<file path="config.mk">
export PLATFORM = sky130hd
export DESIGN_NAME = sch_top
export DESIGN_NICKNAME = d
export VERILOG_FILES = /design/src/core/sch_pkg.sv /design/src/core/sch_fwd_if.sv /design/src/core/sch_fwd.sv /design/src/core/sch_top.sv
export SDC_FILE = /design/constraint.sdc
export NUM_CORES = 1
export LEC_CHECK = 0
export BUFFER_PORTS_ARGS = -buffer_cell sky130_fd_sc_hd__clkbuf_2
export CORE_MARGIN = 2
export CORE_UTILIZATION = 45
export CTS_CLUSTER_SIZE = 30
export DETAILED_ROUTE_END_ITERATION = 10
export MAX_ROUTING_LAYER = met4
export PLACE_DENSITY = 0.77
export SLEW_MARGIN = 5
export SYNTH_ARGS = -nofsm -noshare
export SYNTH_HDL_FRONTEND = slang
export SYNTH_SLANG_ARGS = --single-unit
</file>
<file path="constraint.sdc">
create_clock -name clk_sys -period 3.8 [get_ports clk_sys]
set_input_delay 0.19 -clock clk_sys [delete_from_list [all_inputs] [get_ports clk_sys]]
set_output_delay 0.19 -clock clk_sys [all_outputs]
set_load 0.03 [all_outputs]
</file>
<file path="src/core/sch_pkg.sv">
package sch_pkg;

  // ----------------------------------------------------------------
  // bus command and field layout
  // ----------------------------------------------------------------
  localparam logic [3:0]  SCH_CMD_SPLIT_COMPLETION = 4'hC;
  localparam int          SCH_AD_RLX_BIT           = 30;
  localparam int          SCH_AD_TAG_LSB           = 24;
  localparam int          SCH_AD_RBUS_LSB          = 16;
  localparam int          SCH_AD_RDEV_LSB          = 11;
  localparam int          SCH_AD_RFN_LSB           = 8;
  localparam int          SCH_AD_LADDR_LSB         = 0;
  localparam int          SCH_AT_BC_MOD_BIT        = 31;
  localparam int          SCH_AT_ERR_BIT           = 30;
  localparam int          SCH_AT_MSG_BIT           = 29;
  localparam int          SCH_AT_CBUS_LSB          = 16;
  localparam int          SCH_AT_CDEV_LSB          = 11;
  localparam int          SCH_AT_CFN_LSB           = 8;
  localparam int          SCH_AT_LBC_LSB           = 0;
  localparam logic [31:0] SCH_ADDR_RSVD_MASK       = 32'hA000_0080;
  localparam logic [31:0] SCH_ATTR_RSVD_MASK       = 32'h1F00_0000;

  // ----------------------------------------------------------------
  // values
  // ----------------------------------------------------------------
  localparam logic [12:0] SCH_MSG_BYTES        = 13'h0004;
  localparam logic [12:0] SCH_ZERO_BYTES       = 13'h0000;
  localparam logic [6:0]  SCH_LADDR_ZERO       = 7'h00;
  localparam logic [7:0]  SCH_BUS_UNINIT       = 8'hFF;
  localparam logic [4:0]  SCH_DEV_UNINIT       = 5'h1F;
  localparam logic [4:0]  SCH_SRC_BRIDGE_DEV   = 5'h00;
  localparam logic [3:0]  SCH_CLASS_BRIDGE_ERR = 4'h1;
  localparam logic [3:0]  SCH_CLASS_COMPL_ERR  = 4'h2;
  localparam logic [31:0] SCH_RST_WORD         = 32'h0000_0000;
  localparam logic [3:0]  SCH_RST_CBE          = 4'h0;

  typedef enum logic [1:0] {SCH_IDLE, SCH_ADDR, SCH_ATTR} sch_state_t;

  // ----------------------------------------------------------------
  // byte count coding: code zero stands for 4096 bytes
  // ----------------------------------------------------------------
  function automatic logic [12:0] sch_bc_decode(input logic [11:0] code);
    sch_bc_decode = (code == 12'h000) ? 13'h1000 : {1'b0, code};
  endfunction

  function automatic logic [11:0] sch_bc_encode(input logic [12:0] bytes);
    sch_bc_encode = bytes[11:0];
  endfunction

  function automatic logic sch_is_err_class(input logic [3:0] cls);
    sch_is_err_class = (cls == SCH_CLASS_BRIDGE_ERR) || (cls == SCH_CLASS_COMPL_ERR);
  endfunction

endpackage

</file>
<file path="src/core/sch_fwd_if.sv">
interface sch_fwd_if;
  logic       valid;
  logic       on_secondary;
  logic [7:0] req_bus;
  logic [7:0] sec_bus;
  logic [7:0] sub_bus;
  logic       primary_pcix;
  logic       up;
  logic       down;

  modport ctl (output valid, output on_secondary, output req_bus, output sec_bus,
               output sub_bus, output primary_pcix, input up, input down);
  modport dec (input valid, input on_secondary, input req_bus, input sec_bus,
               input sub_bus, input primary_pcix, output up, output down);
endinterface

</file>
<file path="src/core/sch_fwd.sv">
module sch_fwd
  import sch_pkg::*;
(
  input  wire logic clk_sys,
  input  wire logic reset,
  sch_fwd_if.dec    fwd
);

  // ----------------------------------------------------------------
  // routing decision by requester bus number
  // ----------------------------------------------------------------
  logic in_range;

  assign in_range = (fwd.req_bus >= fwd.sec_bus) && (fwd.req_bus <= fwd.sub_bus);

  always_ff @(posedge clk_sys) begin
    if (reset) begin
      fwd.up   <= 1'b0;
      fwd.down <= 1'b0;
    end else begin
      fwd.up   <= fwd.valid && fwd.on_secondary && !in_range && fwd.primary_pcix;
      fwd.down <= fwd.valid && !fwd.on_secondary && in_range && !fwd.primary_pcix;
    end
  end

endmodule

</file>
<file path="src/core/sch_top.sv">
module sch_top
  import sch_pkg::*;
#(
  parameter logic [2:0] FUNC_NUM = 3'h0
) (
  input  wire logic        clk_sys,
  input  wire logic        reset,
  // request capture
  input  wire logic        seq_start,
  input  wire logic [4:0]  req_tag,
  input  wire logic [7:0]  req_bus,
  input  wire logic [4:0]  req_dev,
  input  wire logic [2:0]  req_fn,
  input  wire logic        req_relaxed_order,
  input  wire logic [6:0]  req_addr_low,
  input  wire logic [11:0] req_byte_count,
  input  wire logic        req_dword,
  input  wire logic        req_burst_block,
  // completion issue
  input  wire logic        cpl_issue,
  input  wire logic        cpl_message,
  input  wire logic [3:0]  cpl_msg_class,
  input  wire logic        cpl_shorten,
  input  wire logic [12:0] cpl_short_count,
  input  wire logic        xfer_done,
  input  wire logic [12:0] xfer_bytes,
  // completer identity
  input  wire logic [7:0]  cap_bus_num,
  input  wire logic [4:0]  cap_dev_num,
  input  wire logic        is_source_bridge,
  // bridge forwarding
  input  wire logic        fwd_in_valid,
  input  wire logic        fwd_in_secondary,
  input  wire logic [31:0] fwd_in_addr,
  input  wire logic [31:0] fwd_in_attr,
  input  wire logic [3:0]  fwd_in_attr_cbe,
  input  wire logic [7:0]  sec_bus_num,
  input  wire logic [7:0]  sub_bus_num,
  input  wire logic        primary_pcix_mode,
  // header outputs
  output logic [31:0]      ad,
  output logic [3:0]       cbe,
  output logic             addr_phase,
  output logic             attr_phase,
  output logic             seq_active,
  output logic             first_pending,
  output logic [12:0]      remaining_bytes,
  output logic             issue_refused,
  output logic             seq_done,
  output logic             bus_num_uninit,
  output logic             dev_num_uninit,
  // forwarding outputs
  output logic             fwd_upstream,
  output logic             fwd_downstream,
  output logic [31:0]      fwd_out_addr,
  output logic [31:0]      fwd_out_attr,
  output logic [3:0]       fwd_out_attr_cbe
);

  // ----------------------------------------------------------------
  // stored request
  // ----------------------------------------------------------------
  logic [4:0]  st_tag;
  logic [7:0]  st_bus;
  logic [4:0]  st_dev;
  logic [2:0]  st_fn;
  logic        st_relaxed;
  logic [6:0]  st_laddr;
  logic        st_dword;
  logic        st_burst_block;

  sch_state_t  state;
  logic        issue_ok;
  logic        msg_pending;
  logic [31:0] next_addr_word;
  logic [31:0] next_attr_word;
  logic [3:0]  next_attr_cbe;
  logic [31:0] hold_attr_word;
  logic [3:0]  hold_attr_cbe;
  logic [12:0] next_count;
  logic [11:0] next_code;
  logic [6:0]  next_laddr;
  logic        next_bc_mod;
  logic        next_err;
  logic        next_msg;
  logic [4:0]  cpl_dev;
  logic        shorten_ok;
  logic        xfer_last;

  assign issue_ok = cpl_issue && seq_active && (state == SCH_IDLE);

  always_ff @(posedge clk_sys) begin
    if (reset) begin
      st_tag         <= 5'h00;
      st_bus         <= 8'h00;
      st_dev         <= 5'h00;
      st_fn          <= 3'h0;
      st_relaxed     <= 1'b0;
      st_laddr       <= 7'h00;
      st_dword       <= 1'b0;
      st_burst_block <= 1'b0;
    end else if (seq_start && !seq_active) begin
      st_tag         <= req_tag;
      st_bus         <= req_bus;
      st_dev         <= req_dev;
      st_fn          <= req_fn;
      st_relaxed     <= req_relaxed_order;
      st_laddr       <= req_addr_low;
      st_dword       <= req_dword;
      st_burst_block <= req_burst_block;
    end
  end

  // ----------------------------------------------------------------
  // sequence tracking
  // ----------------------------------------------------------------
  assign xfer_last = xfer_done && (xfer_bytes >= remaining_bytes);

  always_ff @(posedge clk_sys) begin
    if (reset) begin
      seq_active      <= 1'b0;
      first_pending   <= 1'b0;
      remaining_bytes <= SCH_ZERO_BYTES;
      msg_pending     <= 1'b0;
      seq_done        <= 1'b0;
    end else begin
      seq_done <= 1'b0;
      if (seq_start && !seq_active) begin
        seq_active      <= 1'b1;
        first_pending   <= 1'b1;
        remaining_bytes <= sch_bc_decode(req_byte_count);
        msg_pending     <= 1'b0;
      end else if (issue_ok) begin
        first_pending <= 1'b0;
        msg_pending   <= cpl_message;
      end else if (xfer_done && seq_active) begin
        // a message ends the sequence whatever remains
        if (msg_pending || xfer_last) begin
          seq_active      <= 1'b0;
          remaining_bytes <= SCH_ZERO_BYTES;
          seq_done        <= 1'b1;
        end else begin
          remaining_bytes <= remaining_bytes - xfer_bytes;
        end
        msg_pending <= 1'b0;
      end
    end
  end

  // ----------------------------------------------------------------
  // header field formation
  // ----------------------------------------------------------------
  assign shorten_ok = cpl_shorten && first_pending && st_burst_block && !st_dword &&
                      (cpl_short_count != SCH_ZERO_BYTES) && (cpl_short_count < remaining_bytes);
  assign cpl_dev    = is_source_bridge ? SCH_SRC_BRIDGE_DEV : cap_dev_num;

  always_comb begin
    next_laddr = SCH_LADDR_ZERO;
    next_count = remaining_bytes;
    next_bc_mod = 1'b0;
    next_err    = 1'b0;
    next_msg    = 1'b0;
    if (cpl_message) begin
      next_count = SCH_MSG_BYTES;
      next_msg   = 1'b1;
      next_err   = sch_is_err_class(cpl_msg_class);
    end else if (st_dword) begin
      next_count = SCH_MSG_BYTES;
    end else begin
      if (first_pending) begin
        next_laddr = st_laddr;
      end
      if (shorten_ok) begin
        next_count = cpl_short_count;
        next_bc_mod = 1'b1;
      end
    end
  end

  always_comb begin
    next_code                                         = sch_bc_encode(next_count);
    next_addr_word                                    = SCH_RST_WORD;
    next_addr_word[SCH_AD_RLX_BIT]                    = st_relaxed;
    next_addr_word[SCH_AD_TAG_LSB +: 5]               = st_tag;
    next_addr_word[SCH_AD_RBUS_LSB +: 8]              = st_bus;
    next_addr_word[SCH_AD_RDEV_LSB +: 5]              = st_dev;
    next_addr_word[SCH_AD_RFN_LSB +: 3]               = st_fn;
    next_addr_word[SCH_AD_LADDR_LSB +: 7]             = next_laddr;
    next_attr_word                                    = SCH_RST_WORD;
    next_attr_word[SCH_AT_BC_MOD_BIT]                 = next_bc_mod;
    next_attr_word[SCH_AT_ERR_BIT]                    = next_err;
    next_attr_word[SCH_AT_MSG_BIT]                    = next_msg;
    next_attr_word[SCH_AT_CBUS_LSB +: 8]              = cap_bus_num;
    next_attr_word[SCH_AT_CDEV_LSB +: 5]              = cpl_dev;
    next_attr_word[SCH_AT_CFN_LSB +: 3]               = FUNC_NUM;
    next_attr_word[SCH_AT_LBC_LSB +: 8]               = next_code[7:0];
    next_attr_cbe                                     = next_code[11:8];
  end

  // ----------------------------------------------------------------
  // address then attribute phase
  // ----------------------------------------------------------------
  always_ff @(posedge clk_sys) begin
    if (reset) begin
      state <= SCH_IDLE;
    end else begin
      case (state)
        SCH_IDLE: state <= issue_ok ? SCH_ADDR : SCH_IDLE;
        SCH_ADDR: state <= SCH_ATTR;
        SCH_ATTR: state <= SCH_IDLE;
        default:  state <= SCH_IDLE;
      endcase
    end
  end

  always_ff @(posedge clk_sys) begin
    if (reset) begin
      hold_attr_word <= SCH_RST_WORD;
      hold_attr_cbe  <= SCH_RST_CBE;
    end else if (issue_ok) begin
      hold_attr_word <= next_attr_word;
      hold_attr_cbe  <= next_attr_cbe;
    end
  end

  always_ff @(posedge clk_sys) begin
    if (reset) begin
      ad         <= SCH_RST_WORD;
      cbe        <= SCH_RST_CBE;
      addr_phase <= 1'b0;
      attr_phase <= 1'b0;
    end else begin
      addr_phase <= issue_ok;
      attr_phase <= (state == SCH_ADDR);
      if (issue_ok) begin
        ad  <= next_addr_word;
        cbe <= SCH_CMD_SPLIT_COMPLETION;
      end else if (state == SCH_ADDR) begin
        ad  <= hold_attr_word;
        cbe <= hold_attr_cbe;
      end else begin
        ad  <= SCH_RST_WORD;
        cbe <= SCH_RST_CBE;
      end
    end
  end

  always_ff @(posedge clk_sys) begin
    if (reset) begin
      issue_refused <= 1'b0;
    end else begin
      issue_refused <= cpl_issue && !issue_ok;
    end
  end

  always_ff @(posedge clk_sys) begin
    if (reset) begin
      bus_num_uninit <= 1'b1;
      dev_num_uninit <= 1'b1;
    end else begin
      bus_num_uninit <= (cap_bus_num == SCH_BUS_UNINIT);
      dev_num_uninit <= !is_source_bridge && (cap_dev_num == SCH_DEV_UNINIT);
    end
  end

  // ----------------------------------------------------------------
  // bridge forwarding
  // ----------------------------------------------------------------
  sch_fwd_if fwd_bus ();

  assign fwd_bus.valid        = fwd_in_valid;
  assign fwd_bus.on_secondary = fwd_in_secondary;
  assign fwd_bus.req_bus      = fwd_in_addr[SCH_AD_RBUS_LSB +: 8];
  assign fwd_bus.sec_bus      = sec_bus_num;
  assign fwd_bus.sub_bus      = sub_bus_num;
  assign fwd_bus.primary_pcix = primary_pcix_mode;

  sch_fwd u_fwd (
    .clk_sys (clk_sys),
    .reset   (reset),
    .fwd     (fwd_bus.dec)
  );

  assign fwd_upstream   = fwd_bus.up;
  assign fwd_downstream = fwd_bus.down;

  always_ff @(posedge clk_sys) begin
    if (reset) begin
      fwd_out_addr     <= SCH_RST_WORD;
      fwd_out_attr     <= SCH_RST_WORD;
      fwd_out_attr_cbe <= SCH_RST_CBE;
    end else if (fwd_in_valid) begin
      // only reserved address bits change; routing fields pass through
      fwd_out_addr     <= fwd_in_addr & ~SCH_ADDR_RSVD_MASK;
      fwd_out_attr     <= fwd_in_attr;
      fwd_out_attr_cbe <= fwd_in_attr_cbe;
    end
  end

endmodule

</file>
Yosys cells after proc, flatten, opt, wreduce, memory -nomap -nowiden:

Cells that the tools add are included.

* add/sub/neg operators: 1
* bitwise gates (word level): 2
* muxes and demuxes: 32
* reductions and logical operators: 40
* equality and inequality tests: 6
* order comparisons: 4

Operators by type and width (number)
* 2-to-1 mux 13 bit: 5
* 2-to-1 mux 31 bit: 2
* 2-to-1 mux 12 bit: 3
* 2-to-1 mux 7 bit: 3
* logical AND 1 bit: 19
* 2-to-1 mux 1 bit: 15
* >= comparator 13 bit: 1
* less-than comparator 13 bit: 1
* nonzero test 13 bit: 1
* subtractor 13 bit: 1
* zero test 12 bit: 1
* equality test 8 bit, second input constant: 1
* >= comparator 8 bit: 1
* less-or-equal comparator 8 bit: 1
* 2-to-1 mux 4 bit: 2
* nonzero test 2 bit: 4
* zero test 1 bit: 7
* equality test 5 bit, second input constant: 1
* 2-to-1 mux 5 bit: 1
* equality test 4 x 1 -> 1 bit, second input constant: 1
* equality test 4 x 2 -> 1 bit, second input constant: 1
* one-hot mux 2 bit (2 select lines): 1
* OR reduction 4 bit: 1
* AND reduction 3 bit: 1
* 8 further kinds: 10

* output and inout port bits: 127
* bits of input ports: 181
* word-level logic and storage cells: 115
* register bits: 186

Logic depth before layout (Yosys ltp):

* depth in word-level cells: 8
* gate-level depth with buffers: 10

Cells and area by module:

From an unflattened synthesis, not the netlist that was laid out.

* cells, all modules: 869
* area total of the unflattened synthesis: 7986.4 um^2

By module, submodules not included
* sch_top: cells an instance 811, instances 1, area each 7484.7 um^2
* sch_fwd: cells an instance 58, instances 1, area each 501.7 um^2

Least setup slack after synthesis:

No wires, ideal clock.

* path kind: register -> register
* from: register remaining_bytes[0]
* to: register remaining_bytes[10]
* data arrival time: 2.310 ns
* stages on the path, launching flop included: 11
* path slack: 1.350 ns
* clock period less this slack: 2.450 ns
* required time: 3.661 ns
* path through: dfxtp_1 inv_1 ha_1 inv_1 fa_1 a211oi_1 o211ai_1 a41oi_1 xnor2_1 a221oi_2 a211oi_2

* cells in the longest elaborated chain, start to end: 7

RTL lines
* start: declaration: RTL line sch_top.sv:47 `output logic [12:0] remaining_bytes,`
* start signal: assignment: RTL line sch_top.sv:131 `remaining_bytes <= sch_bc_decode(req_byte_count);`
* start signal: assignment: RTL line sch_top.sv:143 `remaining_bytes <= remaining_bytes - xfer_bytes;`
* >= comparator 13 bit: RTL line sch_top.sv:117 `assign xfer_last = xfer_done && (xfer_bytes >= remaining_bytes);`
* logical AND 1 bit: RTL line sch_top.sv:117
* logical OR 1 bit: RTL line sch_top.sv:138 `if (msg_pending || xfer_last) begin`
* 2-to-1 mux 13 bit (*): RTL line sch_top.sv:138
* 2-to-1 mux 13 bit (*): RTL line sch_top.sv:136 `end else if (xfer_done && seq_active) begin`
* 2-to-1 mux 13 bit (*): RTL line sch_top.sv:133 `end else if (issue_ok) begin`
* 2-to-1 mux 13 bit (*): RTL line sch_top.sv:128 `if (seq_start && !seq_active) begin`

Mark *: on every way between the ends. The rest lies on a longest branch, timed or not. The select of a mux whose other input is x is not followed.
A chain may end at the register's enable or synchronous reset.

Final worst setup path:

Same ends and word-level chain as after synthesis.

==> out/metrics.csv <==
stage,metric,value,unit
outcome,status,completed,
sta,tightest_slew,1.16,ns
drt,vias,7699,
worst_setup_path,crit_arrival,2.88,ns
sta,fin_crit,2.59,ns
worst_setup_path,cp-start-kind,register,
yosys,ys_seq_area_share,45.8,%
final_layout,drive_above_1_share,30.6,%
yosys,synth-edff-count,0,
final_layout,num_antenna_cells,0,
sta,timing.hold.ws,0.0217,ns
clock_tree,cts_max_level,4,
global_routing,grt_pass1_vias,7724,
hold_path,hp-start,fwd_in_addr[3],
placement,numPortBuffers,301,
drt,drtPass1Iterations,7,
clock_tree,worstSkewPairLatency,0.42,ns
sta,drv_slew,0,
worst_setup_path,worstReg2RegStart,remaining_bytes[0],
worst_setup_path,slowest_stage,fa_1,
worst_setup_path,required,4.09,ns
power,finalPower,4.86,mW
placement,dp.cells,1363,
worst_setup_path,crit_path_end_kind,register,
drt,wl_per_cell,16.9,um
floorplan,core_area,17800,sq um
worst_setup_path,rr_worst_depth,10,
placement,dp_slack,1.24,ns
power,ir_drop,0.301,mV
sta,finalHoldViolCount,0,
drt,wl,24800,um
drt,postRouteAntennaNets,0,
global_routing,grt_use_total,26.5,%
sta,grt_setup_unrepaired,false,
placement,dpl.hpwl,17200,um
floorplan,start_util,45.5,%
final_layout,design_area,11000,sq um
power,p_leak,5.32,nW
yosys,netlist_area,8090,sq um
worst_setup_path,cpMostUsedCell,inv_1,
yosys,synth-main-ff-cell,dfxtp_1,
yosys,ys_ff_latch,185,
yosys,synth_cell_types,67,
sta,finalSetupTns,0,ns
yosys,yosys_warnings,0,
drt,dr.first_iter.drc_count,330,
global_routing,antenna_found_initial,0,
sta,fin_skew,0.00817,ns
power,power_density,441,nW/um^2
placement,dpl-instance-area,9730,sq um
clock_tree,cts_tree,built,
worst_setup_path,regToRegSetupSlack,1.21,ns
drt,viasPerCell,5.26,
placement,gp_congestion,0.929,
final_layout,area_growth,36.3,%
clock_tree,cts_setup_buffers,0,
global_routing,grt-ovfl-total,0,
sta,finalWorstSetupSlack,1.21,ns
yosys,async_flop_share,0,%
worst_setup_path,crit_type,reg -> reg,
job,maxCapViolations,0,
sta,fmax,0.386,GHz
yosys,avgSynthCellArea,9.21,sq um
worst_setup_path,path_max_fanout,4,
clock_tree,clock_path_buffers,2,
hold_path,hold_class,in -> reg,
global_routing,grt_max_degree,68,
global_routing,grt_pass1_wl,40000,um
sta,finalCritPeriodShare,68.1,%
worst_setup_path,setup.worst_path.start,remaining_bytes[0],
drt,post-route-drc-count,0,
clock_tree,cts_root_buffer,clkbuf_16,
worst_setup_path,worstPathCellList,inv_1 > ha_1 > inv_1 > fa_1 > a211oi_1 > o211ai_1 > a41oi_1 > xnor2_1 > a221oi_2 > a211oi_2,
clock_tree,cts.sinks,185,
sta,setup_viol,0,
floorplan,die_area,19100,sq um
floorplan,rows,49,
floorplan,io-pin-count,308,
final_layout,final_nets,1444,
final_layout,final_cell_count_no_fill,1463,
clock_tree,cts_made_buffers,17,
clock_tree,clkTransAtPathRegs,0.07,ns
floorplan,floorplan.die.width,138,um
hold_path,min_path_cells,3,
sta,relSlewSlack,22.5,%
worst_setup_path,cpPeakStageDelay,0.41,ns
final_layout,utilization,62.0,%
floorplan,die_h,138,um
yosys,syn_inst,878,
## layout make-up
type	instances	area, sq um
fillers	1512	6760
multi-input cells	593	3990
flip-flops and latches	185	3700
repair buffers	377	2250
clock buffers	20	467
well taps	229	287
inverters	47	176
clock inverters	12	140
## flip-flops by register name (all words and copies together), names as in the netlist, 3 cells and up
| signal | cells |
|---|---|
| ad | 32 |
| cbe | 4 |
| fwd_out_addr | 29 |
| fwd_out_attr | 32 |
| fwd_out_attr_cbe | 4 |
| hold_attr_cbe | 4 |
| hold_attr_word | 24 |
| remaining_bytes | 13 |
| st_bus | 8 |
| st_dev | 5 |
| st_fn | 3 |
| st_laddr | 7 |
| st_tag | 5 |
## routing by layer
layer	vias up	wire length [um]	track usage (%)
met2	292	11900	44.2
met3	55	1380	4.40
met4	0	732	9.88
met5	-	0	-
met1	3603	10700	32.4
li1	3749	-	-
## what timing repair did
action / 4_1_cts / 5_1_grt
gates resized for setup: 0 / 0
setup endpoints to repair: 0 / 0
hold buffers: 68 / 0
endpoints found under the hold margin: 69 / 0
## synth_stat cells (all sizes together), types with 16 or more instances
library cell / n / area, sq um
dfxtp: 185 / 3700
nand2: 114 / 435
nor2: 84 / 315
mux2i: 67 / 671
a21oi: 65 / 329
inv: 47 / 176
ha: 41 / 513
clkbuf: 30 / 113
buf: 25 / 133
o21ai: 22 / 118
nand4: 18 / 113
nand3: 16 / 85.1
## where the power goes
part | leakage (nW) | internal [mW] | switching, mW | total [mW]
combinational | 3.51 | 0.379 | 0.569 | 0.948
clock | 0.294 | 1.03 | 0.778 | 1.81
sequential | 1.51 | 2.03 | 0.0690 | 2.10
total | 5.32 | 3.44 | 1.42 | 4.86
## critical path: cells and delay by family, from the launching register on
kind | cells | cell delay [ns]
AO/OA/AOI/OAI | 5 | 1.20
XOR/XNOR | 1 | 0.11
flip-flops | 1 | 0.34
buffers and inverters | 2 | 0.17
adder cells (fa/ha/maj) | 2 | 0.63
## worst paths after layout
kind | endpoint
setup / recovery | remaining_bytes[10]
hold / removal | fwd_out_addr[3]
hold reg to reg | hold_attr_cbe[0]
setup reg to reg | remaining_bytes[10]
## cells by family after synthesis
kind of cell | after synthesis | synth area share [%]
AO/OA/AOI/OAI | 182 | 16.5
XOR/XNOR | 8 | 0.867
adder cells (fa/ha/maj) | 42 | 6.59
buffers and inverters | 102 | 5.22
flip-flops | 185 | 45.8
multiplexers | 67 | 8.29
other | 1 | 0.0464
AND/OR/NAND/NOR | 291 | 16.7
## placed cells by master, fill, tap and decap left out, types with 4 or more instances in the layout
cell type,instances
a221oi_2,10
o211ai_1,14
dfxtp_1,185
nor2b_1,4
clkinv_4,4
o21ai_0,19
nor2_1,83
nand3_1,15
mux2i_1,67
and2_1,15
a21o_1,13
and3_1,4
buf_4,10
a41oi_1,4
nand2_1,111
a21oi_1,64
inv_1,47
a22o_1,14
nor3_1,8
nand4_1,18
clkbuf_16,17
a211oi_1,6
nand3b_1,4
clkbuf_2,299
ha_1,41
a32o_1,7
xnor2_1,7
dlygate4sd3_1,68
Power figures use the tool's default switching activity.
